**src/mpbs_pkg.sv**
```systemverilog
// package: constants and types of the motion program block sequencer
package mpbs_pkg;
  localparam int unsigned NUM_BLOCKS      = 16;
  localparam int unsigned IDX_W           = 4;
  localparam int unsigned PARAM_W         = 16;
  localparam int unsigned CLK_HZ          = 100_000_000;
  localparam int unsigned MS_PER_S        = 1000;
  localparam int unsigned MS_CYCLES       = CLK_HZ / MS_PER_S;
  localparam int unsigned MS_CNT_W        = 17;
  localparam logic [2:0]  OPSEL_PROGRAM   = 3'h6;
  localparam int unsigned STW2_OUT1_BIT   = 10;
  localparam int unsigned STW2_OUT2_BIT   = 11;
  localparam logic [15:0] WARN_EXT_WAIT   = 16'h0550;
  localparam logic [1:0]  OUT_SEL_ONE     = 2'h1;
  localparam logic [1:0]  OUT_SEL_TWO     = 2'h2;
  localparam logic [1:0]  OUT_SEL_BOTH    = 2'h3;
  localparam int unsigned EXT_SRC_W       = 2;

  typedef enum logic [2:0] {
    MODE_RESET_IO = 3'b000,
    MODE_POSITION = 3'b001,
    MODE_STOPPER  = 3'b010,
    MODE_FWD      = 3'b011,
    MODE_REV      = 3'b100,
    MODE_WAIT     = 3'b101,
    MODE_SWITCH   = 3'b110,
    MODE_SET_IO   = 3'b111
  } mpbs_mode_t;

  typedef enum logic [2:0] {
    COND_FINISH    = 3'b000,
    COND_INTERMIT  = 3'b001,
    COND_CONTINUE  = 3'b010,
    COND_EXT_EXEC  = 3'b011,
    COND_EXT_WAIT  = 3'b100,
    COND_EXT_ALARM = 3'b101
  } mpbs_cond_t;

  typedef enum logic [2:0] {
    ST_IDLE = 3'b000,
    ST_RUN  = 3'b001,
    ST_STOP = 3'b010,
    ST_EXTW = 3'b011,
    ST_NEXT = 3'b100
  } mpbs_state_t;
endpackage : mpbs_pkg

```
**src/mpbs_sequencer.sv**
```systemverilog
// module: program block sequencer steering the motion core
//
// What this block does
// RULE_01: each block holds a task mode code 1..7 plus a reset-outputs mode.
// RULE_02: fixed stopper drives to the stop and completes on torque reached.
// RULE_03: forward cycle turns positive, reverse cycle turns negative.
// RULE_04: waiting holds for the block's time in milliseconds.
// RULE_05: switching jumps to the block index held in the parameter field.
// RULE_06: set-outputs with parameter 1, 2 or 3 sets output one, two or both.
// RULE_07: reset-outputs with parameter 1, 2 or 3 clears one, two or both.
// RULE_08: a finish condition stops the sequence after that block.
// RULE_09: intermittent waits for standstill at target before the next block.
// RULE_10: continuous starts the next block without deceleration.
// RULE_11: a source-select input picks the external execution signal.
// RULE_12: external execution acts as continuous but jumps early on a trigger.
// RULE_13: external wait pauses after the block until the signal reads 1.
// RULE_14: external alarm waits likewise and flags a warning while waiting.
// RULE_15: the host selects program mode, sets the index, then gives an edge.
// RULE_16: sixteen blocks, run in index order unless a switch redirects.
`timescale 1ns/1ps
`default_nettype none
module mpbs_sequencer
  import mpbs_pkg::*;
(
  input  wire logic                  clk,
  input  wire logic                  resetn,
  input  wire logic [2:0]            positioning_operation_select,
  input  wire logic [mpbs_pkg::IDX_W-1:0] block_select,
  input  wire logic                  block_launch_trigger,
  input  wire logic                  tbl_wr,
  input  wire logic [mpbs_pkg::IDX_W-1:0] tbl_wr_idx,
  input  wire mpbs_pkg::mpbs_mode_t  tbl_wr_mode,
  input  wire mpbs_pkg::mpbs_cond_t  tbl_wr_cond,
  input  wire logic [mpbs_pkg::PARAM_W-1:0] tbl_wr_param,
  input  wire logic [mpbs_pkg::EXT_SRC_W-1:0] ext_exec_source_select,
  input  wire logic [3:0]            ext_exec_inputs,
  input  wire logic                  motion_done,
  input  wire logic                  torque_reached,
  input  wire logic                  axis_standstill,
  output logic                       motion_start,
  output logic [mpbs_pkg::IDX_W-1:0] motion_block,
  output logic                       motion_fwd,
  output logic                       motion_rev,
  output logic                       motion_stopper,
  output logic                       motion_blend,
  output logic                       busy,
  output logic                       warn_active,
  output logic [15:0]                warn_code,
  output logic                       user_output_one,
  output logic                       user_output_two,
  output logic [15:0]                positioning_status_word_two
);
  import mpbs_pkg::*;

  // block table in flip-flops, indexed by block number
  mpbs_mode_t              mode_q [NUM_BLOCKS];
  mpbs_cond_t              cond_q [NUM_BLOCKS];
  logic [PARAM_W-1:0]      param_q [NUM_BLOCKS];

  mpbs_state_t             st_q, st_d;
  logic [IDX_W-1:0]        idx_q, idx_d;
  logic [PARAM_W-1:0]      ms_left_q, ms_left_d;
  logic [MS_CNT_W-1:0]     tick_q, tick_d;
  logic                    out1_q, out1_d, out2_q, out2_d;
  logic                    start_q, start_d, trig_q;
  logic                    fwd_q, fwd_d, rev_q, rev_d, stp_q, stp_d;
  logic                    blend_q, blend_d;
  logic                    warn_q, warn_d;

  mpbs_mode_t              cur_mode;
  mpbs_cond_t              cur_cond;
  logic [PARAM_W-1:0]      cur_param;
  logic                    ext_sig, launch, blk_done;
  logic [1:0]              cur_mask;

  // output parameter decode shared by set and reset modes
  function automatic logic [1:0] out_mask(input logic [PARAM_W-1:0] p);
    unique case (p[1:0])
      OUT_SEL_ONE:  out_mask = 2'b01;
      OUT_SEL_TWO:  out_mask = 2'b10;
      OUT_SEL_BOTH: out_mask = 2'b11;
      default:      out_mask = 2'b00;
    endcase
  endfunction

  assign cur_mode  = mode_q[idx_q];
  assign cur_cond  = cond_q[idx_q];
  assign cur_param = param_q[idx_q];
  // a select on a call result is refused by strict tools, so decode once
  assign cur_mask  = out_mask(cur_param);
  assign ext_sig   = ext_exec_inputs[ext_exec_source_select]; // RULE_11
  // launch only on a rising edge while program mode is selected
  assign launch    = block_launch_trigger && !trig_q &&
                     (positioning_operation_select == OPSEL_PROGRAM); // RULE_15

  // completion of the current block by its mode
  always_comb begin
    unique case (cur_mode)
      MODE_POSITION: blk_done = motion_done;
      MODE_STOPPER:  blk_done = torque_reached; // RULE_02
      MODE_FWD,
      MODE_REV:      blk_done = 1'b0; // endless; only an external-execution jump or reset ends it
      MODE_WAIT:     blk_done = (ms_left_q == '0); // RULE_04
      MODE_SWITCH,
      MODE_SET_IO,
      MODE_RESET_IO: blk_done = 1'b1;
    endcase
  end

  // sequencer next state
  always_comb begin
    st_d      = st_q;
    idx_d     = idx_q;
    ms_left_d = ms_left_q;
    tick_d    = tick_q;
    out1_d    = out1_q;
    out2_d    = out2_q;
    start_d   = 1'b0;
    fwd_d     = fwd_q;
    rev_d     = rev_q;
    stp_d     = stp_q;
    blend_d   = blend_q;
    warn_d    = 1'b0;
    unique case (st_q)
      ST_IDLE: begin
        fwd_d = 1'b0;
        rev_d = 1'b0;
        stp_d = 1'b0;
        if (launch) begin
          idx_d = block_select; // RULE_16
          st_d  = ST_NEXT;
        end
      end
      ST_NEXT: begin
        // enter block: latch mode-driven outputs
        st_d      = ST_RUN;
        start_d   = 1'b1;
        ms_left_d = cur_param;
        tick_d    = '0;
        fwd_d     = (cur_mode == MODE_FWD); // RULE_03
        rev_d     = (cur_mode == MODE_REV); // RULE_03
        stp_d     = (cur_mode == MODE_STOPPER); // RULE_02
        blend_d   = 1'b0;
        if (cur_mode == MODE_SET_IO) begin // RULE_06
          out1_d = out1_q | cur_mask[0];
          out2_d = out2_q | cur_mask[1];
        end else if (cur_mode == MODE_RESET_IO) begin // RULE_07
          out1_d = out1_q & ~cur_mask[0];
          out2_d = out2_q & ~cur_mask[1];
        end
      end
      ST_RUN: begin
        // millisecond base for the waiting mode
        if (cur_mode == MODE_WAIT && ms_left_q != '0) begin // RULE_04
          if (tick_q == MS_CNT_W'(MS_CYCLES - 1)) begin
            tick_d    = '0;
            ms_left_d = ms_left_q - PARAM_W'(1);
          end else begin
            tick_d = tick_q + MS_CNT_W'(1);
          end
        end
        if (cur_cond == COND_EXT_EXEC && ext_sig) begin // RULE_12
          idx_d   = idx_q + IDX_W'(1);
          blend_d = 1'b1;
          st_d    = ST_NEXT;
        end else if (blk_done) begin
          if (cur_mode == MODE_SWITCH) begin
            idx_d = cur_param[IDX_W-1:0]; // RULE_05
            st_d  = ST_NEXT;
          end else begin
            unique case (cur_cond)
              COND_FINISH:   st_d = ST_IDLE; // RULE_08
              COND_INTERMIT: st_d = ST_STOP; // RULE_09
              COND_CONTINUE,
              COND_EXT_EXEC: begin // RULE_10
                idx_d   = idx_q + IDX_W'(1);
                blend_d = 1'b1;
                st_d    = ST_NEXT;
              end
              COND_EXT_WAIT,
              COND_EXT_ALARM: st_d = ST_EXTW; // RULE_13
              default:        st_d = ST_IDLE;
            endcase
          end
        end
      end
      ST_STOP: begin
        if (axis_standstill) begin // RULE_09
          idx_d = idx_q + IDX_W'(1);
          st_d  = ST_NEXT;
        end
      end
      ST_EXTW: begin
        warn_d = (cur_cond == COND_EXT_ALARM) && !ext_sig; // RULE_14
        if (ext_sig) begin // RULE_13
          idx_d = idx_q + IDX_W'(1);
          st_d  = ST_NEXT;
        end
      end
      default: st_d = ST_IDLE;
    endcase
  end

  // sequencer registers
  always_ff @(posedge clk) begin
    if (!resetn) begin
      st_q      <= ST_IDLE;
      idx_q     <= '0;
      ms_left_q <= '0;
      tick_q    <= '0;
      out1_q    <= 1'b0;
      out2_q    <= 1'b0;
      start_q   <= 1'b0;
      trig_q    <= 1'b0;
      fwd_q     <= 1'b0;
      rev_q     <= 1'b0;
      stp_q     <= 1'b0;
      blend_q   <= 1'b0;
      warn_q    <= 1'b0;
    end else begin
      st_q      <= st_d;
      idx_q     <= idx_d;
      ms_left_q <= ms_left_d;
      tick_q    <= tick_d;
      out1_q    <= out1_d;
      out2_q    <= out2_d;
      start_q   <= start_d;
      trig_q    <= block_launch_trigger;
      fwd_q     <= fwd_d;
      rev_q     <= rev_d;
      stp_q     <= stp_d;
      blend_q   <= blend_d;
      warn_q    <= warn_d;
    end
  end

  // table writes; entries reset to positioning with finish
  always_ff @(posedge clk) begin
    for (int i = 0; i < NUM_BLOCKS; i++) begin
      if (!resetn) begin
        mode_q[i]  <= MODE_POSITION; // RULE_01
        cond_q[i]  <= COND_FINISH;
        param_q[i] <= '0;
      end else if (tbl_wr && tbl_wr_idx == IDX_W'(i)) begin
        mode_q[i]  <= tbl_wr_mode; // RULE_01
        cond_q[i]  <= tbl_wr_cond;
        param_q[i] <= tbl_wr_param;
      end
    end
  end

  assign motion_start    = start_q;
  assign motion_block    = idx_q;
  assign motion_fwd      = fwd_q;
  assign motion_rev      = rev_q;
  assign motion_stopper  = stp_q;
  assign motion_blend    = blend_q;
  assign busy            = (st_q != ST_IDLE);
  assign warn_active     = warn_q;
  assign warn_code       = warn_q ? WARN_EXT_WAIT : 16'h0000;
  assign user_output_one = out1_q;
  assign user_output_two = out2_q;
  // only the two user output bits are owned here
  always_comb begin
    positioning_status_word_two = 16'h0000;
    positioning_status_word_two[STW2_OUT1_BIT] = out1_q; // RULE_06
    positioning_status_word_two[STW2_OUT2_BIT] = out2_q; // RULE_07
  end

  // checks beside the logic
  a_finish_idle: assert property (@(posedge clk) disable iff (!resetn)
    st_q == ST_RUN && blk_done && cur_mode != MODE_SWITCH &&
    cur_cond == COND_FINISH && !(ext_sig && cur_cond == COND_EXT_EXEC)
    |=> st_q == ST_IDLE) // RULE_08
    else $error("finish did not stop");
  a_switch_target: assert property (@(posedge clk) disable iff (!resetn)
    st_q == ST_RUN && cur_mode == MODE_SWITCH && cur_cond != COND_EXT_EXEC
    |=> idx_q == $past(cur_param[IDX_W-1:0]) ##1 motion_start) // RULE_05
    else $error("switch target wrong");
  a_extw_hold: assert property (@(posedge clk) disable iff (!resetn)
    st_q == ST_EXTW && !ext_sig |=> st_q == ST_EXTW) // RULE_13
    else $error("external wait left early");
  a_alarm_warn: assert property (@(posedge clk) disable iff (!resetn)
    st_q == ST_EXTW && cur_cond == COND_EXT_ALARM && !ext_sig
    |=> warn_active && warn_code == WARN_EXT_WAIT) // RULE_14
    else $error("alarm warning missing");
  a_stop_wait: assert property (@(posedge clk) disable iff (!resetn)
    st_q == ST_STOP && !axis_standstill |=> !motion_start) // RULE_09
    else $error("intermittent did not wait");
  a_set_out: assert property (@(posedge clk) disable iff (!resetn)
    st_q == ST_NEXT && cur_mode == MODE_SET_IO && cur_param[1:0] == 2'h3
    |=> user_output_one && user_output_two) // RULE_06
    else $error("set outputs failed");
  a_reset_out: assert property (@(posedge clk) disable iff (!resetn)
    st_q == ST_NEXT && cur_mode == MODE_RESET_IO && cur_param[1:0] == 2'h1
    |=> !user_output_one && $stable(user_output_two)) // RULE_07
    else $error("reset outputs failed");
  a_launch_edge: assert property (@(posedge clk) disable iff (!resetn)
    st_q == ST_IDLE && launch |=> idx_q == $past(block_select)
    ##1 motion_start) // RULE_15
    else $error("launch not taken");
  a_dir_out: assert property (@(posedge clk) disable iff (!resetn) // RULE_03
    st_q == ST_NEXT && cur_mode == MODE_FWD |=> motion_fwd && !motion_rev)
    else $error("forward direction wrong");
  a_cont_blend: assert property (@(posedge clk) disable iff (!resetn)
    st_q == ST_RUN && blk_done && cur_mode != MODE_SWITCH &&
    cur_cond == COND_CONTINUE |=> motion_blend ##1 motion_start) // RULE_10
    else $error("continuous did not blend");
  c_launch:   cover property (@(posedge clk) launch);
  c_switch:   cover property (@(posedge clk)
    st_q == ST_RUN && cur_mode == MODE_SWITCH);
  c_ext_wait: cover property (@(posedge clk) st_q == ST_EXTW && ext_sig);
  c_wait_ms:  cover property (@(posedge clk)
    cur_mode == MODE_WAIT && st_q == ST_RUN && blk_done);
endmodule : mpbs_sequencer
`default_nettype wire

```
**config.mk**
```make
export PLATFORM = sky130hd
export DESIGN_NAME = mpbs_sequencer
export DESIGN_NICKNAME = d
export VERILOG_FILES = /design/src/mpbs_pkg.sv /design/src/mpbs_sequencer.sv
export SDC_FILE = /design/constraint.sdc
export NUM_CORES = 1
export LEC_CHECK = 0
export BUFFER_PORTS_ARGS = -buffer_cell sky130_fd_sc_hd__clkbuf_2
export CORE_UTILIZATION = 65
export CTS_BUF_LIST = sky130_fd_sc_hd__clkbuf_8
export DETAILED_ROUTE_END_ITERATION = 6
export HOLD_SLACK_MARGIN = 0.05
export PLACE_DENSITY = 0.84
export SLEW_MARGIN = 20
export SYNTH_ARGS = -nofsm -noshare
export SYNTH_HDL_FRONTEND = slang
export SYNTH_SLANG_ARGS = --single-unit
```
**constraint.sdc**
```tcl
create_clock -name clk -period 5.7 [get_ports clk]
set_input_delay 1.14 -clock clk [delete_from_list [all_inputs] [get_ports clk]]
set_output_delay 1.14 -clock clk [all_outputs]
set_load 0.1 [all_outputs]
```
==> results.sh, run 1 <==
export IMPL_switchingPower_w=0.00196
export IMPL_cts_root_buf="clkbuf_8"
export IMPL_switching_share=0.280
export IMPL_power_density_nw_per_um2=333
export IMPL_finalSetupViolCount=0
export IMPL_post_route_period_util=0.653
export IMPL_multi_input_area_um2=6990
export IMPL_synth_most_common_cell="edfxtp_1"
export IMPL_postSynthAreaPerCell_um2=14.0
export IMPL_worst_pin_slew_ps=1130
export IMPL_drc_errors=0
export IMPL_coreArea_um2=28900
export IMPL_synth_top_area_share=0.550
export IMPL_numCtsBuffers=67
export IMPL_dieArea_um2=30200
export IMPL_seqPwrFrac=0.503
export IMPL_clockBufferDepth=3
export IMPL_relSlewSlack=0.236
export IMPL_grt_util_all_layers=0.314
export IMPL_reg2reg_depth=8
export IMPL_cpPeakStageDelay_ps=880
export IMPL_rows=62
export IMPL_synth_edf_count=352
export IMPL_yosysTopAreaCell="edfxtp_1"
export IMPL_synth_simple_area_share=0.170
export IMPL_drive_above_1_share=0.228
export IMPL_cts_resized=0
export IMPL_synth_mux_area_frac=0.131
export IMPL_p_clk_frac=0.342
export IMPL_stdcell_count=1869
export IMPL_ys_ff_latch=405
export IMPL_clock_sinks=405
export IMPL_syn_inst=1373
export IMPL_drv_slew=0
export IMPL_synth_top_flop_cell="edfxtp_1"
export IMPL_cts_tree="yes"
export IMPL_synth_adder_area_share=0.00261
export IMPL_ys_types=75
export IMPL_synth_xor_area_frac=0.00775
export IMPL_die_h_um=174
export IMPL_ioPinCount=91
export IMPL_place_congestion=0.879
export IMPL_clk_pin_slew_ps=60
export IMPL_synth_top_family_by_area="simple AND/OR/NAND/NOR gates"
export IMPL_synth_compound_area_frac=0.0444
export IMPL_cap_violations=0
export IMPL_arrival_ps=4220
export IMPL_pwr_share_comb=0.155
export IMPL_setup_tns_ps=0
export IMPL_end_kind="flip-flop"
export IMPL_grt_pass1_vias=12100
export IMPL_insertion_delay_ps=610
export IMPL_power_w=0.00700
export IMPL_drtIter0Drc=1437
export IMPL_slowest_stage="dfxtp_4"
export IMPL_grt_pass1_wl_mm=70.1
export IMPL_hold_depth=2
export IMPL_period_minus_slack_ps=3720
export IMPL_post_cts_setup_buffers=0
export IMPL_antenna_found_initial=0
export IMPL_post_dp_hpwl_mm=26.8
export IMPL_final_nets=1484
export IMPL_grt_remaining_overflow=0
export IMPL_ir_drop_v=0.000246
export IMPL_htree_levels=3
export IMPL_clock_skew_ps=41.6
export IMPL_via_per_inst=6.39
export IMPL_area_growth_pct=9.38
export IMPL_dp_slack_ps=1980
export IMPL_crit_chain="mux4_1 -> mux2i_1 -> o21ai_1 -> a41oi_2 -> buf_4 -> a21o_1 -> nand2_2 -> nor2_1"
export IMPL_worstPathMaxFanout=46
export IMPL_wirelength_mm=45.9
export IMPL_status="completed"
export IMPL_hold_path_class="flip-flop to flip-flop"
export IMPL_fill_cells=1801
export IMPL_holdBufCountCts=0
export IMPL_dpl_cell_count=1749
export IMPL_synth_area_leaders="edfxtp_1 (55%), and2_1 (11%), mux4_2 (11%)"
export IMPL_synth_async_reset_ratio=0
export IMPL_die_width_um=174
export IMPL_cp_start_kind="flip-flop"
export IMPL_synth_common_cells="edfxtp_1 (352), and2_1 (343), mux4_2 (94)"
export IMPL_fin_util=0.728
export IMPL_p_int_w=0.00504
export IMPL_avgRoutedWirePerCell_um=24.6
export IMPL_initial_core_util=0.665
export IMPL_detail_route_antenna_nets=0
export IMPL_seqCellArea_um2=11600
export IMPL_synth_cell_area_um2=19200
export IMPL_crit_required_ps=6200
export IMPL_final_hold_violation_count=0
export IMPL_setup_slack_ps=1980
export IMPL_grt_setup_unrepaired="no"
export IMPL_dr_pass1_iters=5
export IMPL_yosysWarnings=0
export IMPL_synth_seq_area_share=0.606
export IMPL_max_freq_mhz=269
export IMPL_p_leak_nw=7.40
export IMPL_grt_max_degree=47
export IMPL_portBuffers=64
export IMPL_worstSetupPathType="flip-flop to flip-flop"
export IMPL_vias=11900
## power by group through the flow
| stage | clock [W] | combinational [W] | sequential (W) |
|---|---|---|---|
| after floorplan | 0 | 0.000822 | 0.00354 |
| after global placement | 0 | 0.00104 | 0.00357 |
| after detailed placement | 0 | 0.00106 | 0.00358 |
| after CTS | 0.00242 | 0.00106 | 0.00352 |
| after global routing | 0.00254 | 0.00114 | 0.00354 |
| final | 0.00240 | 0.00108 | 0.00352 |
## layout by cell type (no fill, tap or decap), types with 6 or more instances in the layout
master,Yosys,routed
dfxtp_1,53,50
clkbuf_8,0,69
a211oi_1,8,8
o21ai_0,30,14
mux2i_1,10,10
xnor2_1,12,12
clkbuf_2,0,64
a22oi_1,6,6
a21oi_1,27,27
mux4_1,9,9
edfxtp_1,352,352
nand3_1,13,13
nor2_1,74,74
o221a_2,6,6
nor3_1,12,12
a31oi_1,7,7
conb_1,1,26
buf_4,37,41
nor2b_1,8,8
or3_1,20,20
and2_1,343,343
o21ai_2,0,16
clkinv_2,0,6
o21ai_1,8,8
and3_1,6,6
inv_1,4,25
mux4_2,94,94
clkinv_1,1,14
nand2_1,41,41
## worst max-delay path, delay by kind of cell, from the launching register on
kind                   cells  cell delay [ps]
buffers and inverters      1              280
AOI/OAI and AO/OA          3              960
DFF                        1              880
muxes                      2              970
and+or+nand+nor            2              530
## metal layers
metal / global-route usage / wire (um) / vias up
li1: - / - / 5150
met1: 0.406 / 16900 / 5885
met2: 0.507 / 22300 / 770
met3: 0.0682 / 4780 / 140
met4: 0.157 / 1910 / 0
met5: 0 / 0 / -
## cell families (layout without fill, tap and decap cells)
logic type	Yosys count	count (layout)
AO/OA/AOI/OAI	126	126
XOR/XNOR	17	17
adder cells (fa/ha/maj)	4	4
buffers and inverters	143	228
flip-flops	405	405
multiplexers	117	117
other	1	28
AND/OR/NAND/NOR	560	560
## through the flow
| step | hold slack [ps] | cell area [um2] |
|---|---|---|
| after floorplan | 455 | 19300 |
| after global placement | 448 | 19800 |
| after detailed placement | 469 | 19800 |
| after CTS | 476 | 21000 |
| after global routing | 514 | 21000 |
| final | 472 | 21000 |
## flip-flops by register name, indices dropped and copies added, names as in the netlist, 3 cells and up, named ones only
signal        count
param_q         256
ms_left_q        16
motion_block      4
mode_q           48
tick_q           17
cond_q           48
st_q              3
## final timing paths
| path | slack, ps | startpoint | end |
|---|---|---|---|
| max | 1980 | flip-flop | tick_q[7]$_SDFFE_PN0P_ |
| min | 470 | motion_rev$_SDFFE_PN0P_ | motion_rev$_SDFFE_PN0P_ |
| max reg2reg | 1980 | flip-flop | tick_q[7]$_SDFFE_PN0P_ |
| min reg2reg | 470 | motion_rev$_SDFFE_PN0P_ | motion_rev$_SDFFE_PN0P_ |
## cell type report
class	count	share of cell area
multi-input combinational	850	0.333
tap	384	0.0229
sequential	405	0.554
clock buffer	69	0.0452
timing repair buffer	105	0.0299
clock inverter	49	0.0139
inverter	5	0.000893
antenna	2	0.000238
Note: power is estimated with default switching activity, not from simulation.
==> run 2, diff against run 1 <==
--- a/config.mk
+++ b/config.mk
@@ -5,12 +5,13 @@
 export SDC_FILE = /design/constraint.sdc
 export NUM_CORES = 1
 export LEC_CHECK = 0
+export ABC_AREA = 1
 export BUFFER_PORTS_ARGS = -buffer_cell sky130_fd_sc_hd__clkbuf_2
-export CORE_UTILIZATION = 65
+export CORE_UTILIZATION = 64
 export CTS_BUF_LIST = sky130_fd_sc_hd__clkbuf_8
 export DETAILED_ROUTE_END_ITERATION = 6
 export HOLD_SLACK_MARGIN = 0.05
-export PLACE_DENSITY = 0.84
+export PLACE_DENSITY = 0.83
 export SLEW_MARGIN = 20
 export SYNTH_ARGS = -nofsm -noshare
 export SYNTH_HDL_FRONTEND = slang
==> constraint.sdc (replaced) <==
create_clock -name clk -period 3.6 [get_ports clk]
set_input_delay 0.72 -clock clk [delete_from_list [all_inputs] [get_ports clk]]
set_output_delay 0.72 -clock clk [all_outputs]
set_load 0.1 [all_outputs]
==> results.sh, run 2 <==
export IMPL_status="finished with violations"
export IMPL_violations="design-rule violations"
export IMPL_synth_edf_count=352
export IMPL_antenna_cells=0
export IMPL_crit_chain="inv_4 -> o21ai_0 -> nand3_1 -> nand3_1 -> nand2_2 -> inv_2 -> nor2_4 -> nand3b_2 -> nand2_4 -> nand2_4 -> inv_2 -> o21ai_1 -> a21oi_1"
export IMPL_rows=62
export IMPL_hold_path_end="trig_q$_SDFF_PN0_"
export IMPL_clk_pin_slew_ps=60
export IMPL_worstSetupPathType="flip-flop to flip-flop"
export IMPL_drc_errors=4
export IMPL_place_congestion=0.917
export IMPL_switchingPower_w=0.00511
export IMPL_stdcell_count=2487
export IMPL_synth_async_reset_ratio=0
export IMPL_final_common_cell="nor2_1"
export IMPL_largest_register_ffs=256
export IMPL_dieArea_um2=30500
export IMPL_reg2reg_depth=13
export IMPL_crit_required_ps=4100
export IMPL_rrSetupSlack_ps=310
export IMPL_clockBufferDepth=3
export IMPL_drtIter0Drc=2333
export IMPL_hold_path_class="input pin to flip-flop"
export IMPL_clock_skew_ps=41.0
export IMPL_yosysTopAreaCell="edfxtp_1"
export IMPL_stdcell_area_um2=20700
export IMPL_hp_start="block_launch_trigger"
export IMPL_reg_top3="param_q: 256 flops, cond_q: 48 flops, mode_q: 48 flops"
export IMPL_clock_sinks=405
export IMPL_cts_root_buf="clkbuf_8"
export IMPL_dr_pass1_iters=7
export IMPL_synth_area_leaders="edfxtp_1 (55%), nor2_1 (12%), dfxtp_1 (5.6%)"
export IMPL_synth_seq_area_share=0.609
export IMPL_final_nets=2102
export IMPL_gr_usage_met3=0.0738
export IMPL_synth_common_cells="nor2_1 (587), edfxtp_1 (352), nand2_1 (198)"
export IMPL_synth_top_area_share=0.554
export IMPL_final_hold_violation_count=0
export IMPL_portBuffers=64
export IMPL_vias=15400
export IMPL_worstPathMaxFanout=75
export IMPL_p_clk_frac=0.279
export IMPL_initial_core_util=0.658
export IMPL_cpPeakStageDelay_ps=600
export IMPL_arrival_ps=3790
export IMPL_fin_util=0.713
export IMPL_period_minus_slack_ps=3290
export IMPL_ir_drop_v=0.000394
export IMPL_multi_input_area_um2=6090
export IMPL_wirelength_mm=51.3
export IMPL_antenna_found_initial=0
export IMPL_area_growth_pct=8.35
export IMPL_power_w=0.0136
export IMPL_dpl_cell_count=2368
export IMPL_cts_tree="yes"
export IMPL_synth_cell_area_um2=19100
export IMPL_max_freq_mhz=304
export IMPL_p_leak_nw=8.12
export IMPL_reg2reg_to="ms_left_q[12]$_SDFFE_PN0P_"
export IMPL_htree_levels=3
export IMPL_numCtsBuffers=66
export IMPL_layout_common_cells="nor2_1 (587), edfxtp_1 (352), nand2_1 (198)"
export IMPL_place_area_um2=19400
export IMPL_cap_violations=0
export IMPL_worst_pin_slew_ps=829
export IMPL_detail_route_antenna_nets=0
export IMPL_end_kind="flip-flop"
export IMPL_synth_top_flop_cell="edfxtp_1"
export IMPL_seqCellArea_um2=11600
export IMPL_cts_resized=0
export IMPL_grt_remaining_overflow=0
export IMPL_cp_start_kind="flip-flop"
export IMPL_drive_above_1_share=0.107
export IMPL_synth_most_common_cell="nor2_1"
export IMPL_ys_ff_latch=405
export IMPL_grt_busiest_layer="met2"
export IMPL_drv_slew=0
export IMPL_relSlewSlack=0.447
export IMPL_hold_depth=3
export IMPL_setup_tns_ps=0
export IMPL_switching_share=0.376
export IMPL_avgRoutedWirePerCell_um=20.6
export IMPL_ioPinCount=91
export IMPL_grt_util_all_layers=0.338
export IMPL_grt_setup_unrepaired="no"
export IMPL_postSynthAreaPerCell_um2=9.45
export IMPL_via_per_inst=6.21
export IMPL_yosysWarnings=0
export IMPL_ys_types=44
export IMPL_power_density_nw_per_um2=658
export IMPL_fill_cells=2174
export IMPL_slowest_stage="inv_4"
export IMPL_use_met1=0.439
export IMPL_post_route_period_util=0.913
export IMPL_p_int_w=0.00849
export IMPL_grt_util_met2=0.547
export IMPL_grt_pass1_wl_mm=78.9
export IMPL_regMostFlops="param_q"
export IMPL_post_dp_hpwl_mm=30.0
export IMPL_insertion_delay_ps=610
export IMPL_grt_pass1_vias=14700
export IMPL_finalSetupViolCount=0
export IMPL_grt_max_degree=87
export IMPL_syn_inst=2019
export IMPL_post_cts_setup_buffers=0
export IMPL_coreArea_um2=29000
export IMPL_seqPwrFrac=0.420
export IMPL_die_width_um=175
export IMPL_holdBufCountCts=0
export IMPL_pwr_share_comb=0.301
export IMPL_die_h_um=175
-- run 2: critical path: cells and delay by family, from the launching register on --
family,cells,cell delay [ps]
buffers and inverters,3,980
AO/OA/AOI/OAI,3,520
AND/OR/NAND/NOR,7,1190
flip-flops,1,440
-- run 2: power by group through the flow --
| stage | sequential [W] | combinational, W | clock (W) |
|---|---|---|---|
| after floorplan | 0.00585 | 0.00294 | 0 |
| after global placement | 0.00578 | 0.00387 | 0 |
| after detailed placement | 0.00580 | 0.00397 | 0 |
| after CTS | 0.00571 | 0.00399 | 0.00381 |
| after global routing | 0.00575 | 0.00447 | 0.00400 |
| final | 0.00572 | 0.00409 | 0.00379 |
-- run 2: kinds of logic (layout without fill, tap and decap cells) --
kind of cell	after synthesis	in the layout	synth area share
other cells	1	26	0.000196
buf+inv	314	373	0.0777
compound gates	342	342	0.105
fa+ha+maj	4	4	0.00262
flops	405	405	0.609
simple gates	943	943	0.200
xor+xnor	10	10	0.00459
-- run 2: worst max-delay path by stage --
stage / end / depth (start not counted) / slack (ps) / start
3_5_place_dp: ms_left_q[12]$_SDFFE_PN0P_ / 15 / 470 / flip-flop
5_1_grt: ms_left_q[14]$_SDFFE_PN0P_ / 15 / 70 / flip-flop
6_report: ms_left_q[12]$_SDFFE_PN0P_ / 13 / 310 / flip-flop
2_1_floorplan: cond_q[5][0]$_SDFFCE_PN0P_ / 4 / 590 / tbl_wr_idx[0]
4_1_cts: ms_left_q[12]$_SDFFE_PN0P_ / 15 / 430 / flip-flop
3_3_place_gp: ms_left_q[12]$_SDFFE_PN0P_ / 15 / 540 / flip-flop
-- run 2: per-stage QoR --
step / hold WS, ps / setup WS, ps
after floorplan: 456 / 592
after global placement: 462 / 540
after detailed placement: 483 / 470
after CTS: 325 / 435
after global routing: 350 / 73.4
final: 347 / 312
-- run 2: metal layers --
layer	part of all wire	vias up
li1	-	6878
met1	0.36	7245
met2	0.47	1133
met3	0.13	190
met4	0.040	0
met5	0	-
-- run 2: final cells by class --
| cell class | instances | area share |
|---|---|---|
| clock buffers | 72 | 0.0479 |
| multi-input cells | 1325 | 0.294 |
| clock inverters | 47 | 0.0122 |
| well taps | 384 | 0.0232 |
| inverters | 141 | 0.0257 |
| flip-flops and latches | 405 | 0.563 |
| repair buffers | 113 | 0.0339 |
==> run 3, diff against run 2 <==
--- a/config.mk
+++ b/config.mk
@@ -5,7 +5,6 @@
 export SDC_FILE = /design/constraint.sdc
 export NUM_CORES = 1
 export LEC_CHECK = 0
-export ABC_AREA = 1
 export BUFFER_PORTS_ARGS = -buffer_cell sky130_fd_sc_hd__clkbuf_2
 export CORE_UTILIZATION = 64
 export CTS_BUF_LIST = sky130_fd_sc_hd__clkbuf_8
==> results.sh, run 3 (same netlist as run 1, synthesis figures left out) <==
export IMPL_detail_route_antenna_nets=0
export IMPL_grt_pass1_wl_mm=68.4
export IMPL_drc_errors=0
export IMPL_wirelength_mm=45.1
export IMPL_whs_ps=358
export IMPL_cap_violations=0
export IMPL_final_hold_violation_count=0
export IMPL_clock_skew_ps=24.6
export IMPL_numCtsBuffers=67
export IMPL_reg_top3="param_q: 256 flops, cond_q: 48 flops, mode_q: 48 flops"
export IMPL_cts_tree="yes"
export IMPL_grt_util_all_layers=0.304
export IMPL_setup_tns_ps=0
export IMPL_hold_path_class="input pin to flip-flop"
export IMPL_worstSetupPathType="flip-flop to flip-flop"
export IMPL_crit_chain="mux4_1 -> a22oi_2 -> o21ai_1 -> a41oi_2 -> a21o_1 -> nand2_2 -> nor2_1"
export IMPL_crit_cells=7
export IMPL_grt_remaining_overflow=0
export IMPL_setup_slack_ps=387
export IMPL_area_growth_pct=10.1
export IMPL_finalSetupViolCount=0
export IMPL_cp_start_kind="flip-flop"
export IMPL_final_nets=1506
export IMPL_grt_pass1_vias=12000
export IMPL_largest_register_ffs=256
export IMPL_cts_root_buf="clkbuf_8"
export IMPL_reg2reg_depth=7
export IMPL_antenna_found_initial=0
export IMPL_status="completed"
export IMPL_grt_max_degree=41
export IMPL_htree_levels=3
export IMPL_crit_family="compound AO/OA/AOI/OAI gates"
export IMPL_die_width_um=175
export IMPL_slowest_stage="dfxtp_4"
export IMPL_drive_above_1_share=0.237
export IMPL_dieArea_um2=30700
export IMPL_ir_drop_v=0.000327
export IMPL_crit_required_ps=4110
export IMPL_cpPeakStageDelay_ps=660
export IMPL_worst_pin_slew_ps=789
export IMPL_ioPinCount=91
export IMPL_relSlewSlack=0.474
export IMPL_end_kind="flip-flop"
export IMPL_grt_setup_unrepaired="no"
export IMPL_portBuffers=64
export IMPL_initial_core_util=0.650
export IMPL_worstPathMaxFanout=26
export IMPL_dp_slack_ps=397
export IMPL_arrival_ps=3720
export IMPL_insertion_delay_ps=600
export IMPL_post_cts_setup_buffers=0
export IMPL_clockBufferDepth=3
export IMPL_drv_slew=0
export IMPL_post_dp_hpwl_mm=29.4
export IMPL_die_h_um=175
export IMPL_layout_common_cells="edfxtp_1 (352), and2_1 (343), mux4_2 (94)"
export IMPL_power_density_nw_per_um2=515
export IMPL_p_leak_nw=7.47
export IMPL_place_congestion=0.872
export IMPL_drtIter0Drc=1410
export IMPL_final_common_cell="edfxtp_1"
export IMPL_rows=63
export IMPL_hold_depth=2
export IMPL_cts_resized=0
export IMPL_max_freq_mhz=311
export IMPL_fin_util=0.715
export IMPL_vias=11900
export IMPL_crit_buf_inv=0
export IMPL_avgRoutedWirePerCell_um=23.8
export IMPL_via_per_inst=6.28
export IMPL_period_minus_slack_ps=3210
export IMPL_post_route_period_util=0.892
export IMPL_clk_pin_slew_ps=60
export IMPL_regMostFlops="param_q"
export IMPL_dr_pass1_iters=5
export IMPL_holdBufCountCts=0
export IMPL_clock_sinks=405
export IMPL_coreArea_um2=29600
==> run 3: changes by cell type in the layout (fill, tap and decap cells not counted), moves of 27 or more <==
cell,change
a21oi_1,-27
and2_1,+343
inv_1,-136
mux4_2,+94
nand2_1,-157
nand3_1,-84
nor2_1,-513
o21ai_0,-156
o221ai_1,-52
==> run 3: final timing paths <==
check                           from                 endpoint  slack, ps
min reg2reg  motion_rev$_SDFFE_PN0P_  motion_rev$_SDFFE_PN0P_        470
max reg2reg                flip-flop  tick_q[15]$_SDFFE_PN0P_        390
min             block_launch_trigger        trig_q$_SDFF_PN0_        360
max                        flip-flop  tick_q[15]$_SDFFE_PN0P_        390
==> run 3: where the power goes <==
| group | leakage, nW | internal, W | total [W] | switching, W |
|---|---|---|---|---|
| Sequential | 3.81 | 0.00538 | 0.00555 | 0.000168 |
| Combinational | 3.00 | 0.000677 | 0.00176 | 0.00108 |
| Clock | 0.662 | 0.00179 | 0.00359 | 0.00180 |
==> run 3: metal layers <==
metal,track usage,part of all wire
met1,0.390,0.37
met2,0.501,0.50
met3,0.0594,0.097
met4,0.143,0.041
met5,0,0
==> run 3: stage by stage <==
| step | total power, W | instance area, um2 | cells |
|---|---|---|---|
| 5_1_grt | 0.0113 | 21100 | 1889 |
| 3_3_place_gp | 0.00732 | 20000 | 1777 |
| 3_5_place_dp | 0.00738 | 20000 | 1777 |
| 6_report | 0.0109 | 21100 | 1892 |
| 4_1_cts | 0.0109 | 21100 | 1889 |
| 2_1_floorplan | 0.00690 | 19300 | 1398 |
==> run 3: layout make-up <==
type                       instances  area (um2)
fill                            1899        8420
inverter                           5        18.8
multi-input combinational        850        6990
tap                              390         488
clock inverter                    43         209
clock buffer                      69         950
sequential                       405       11600
timing repair buffer             127         831
antenna                            3        7.51
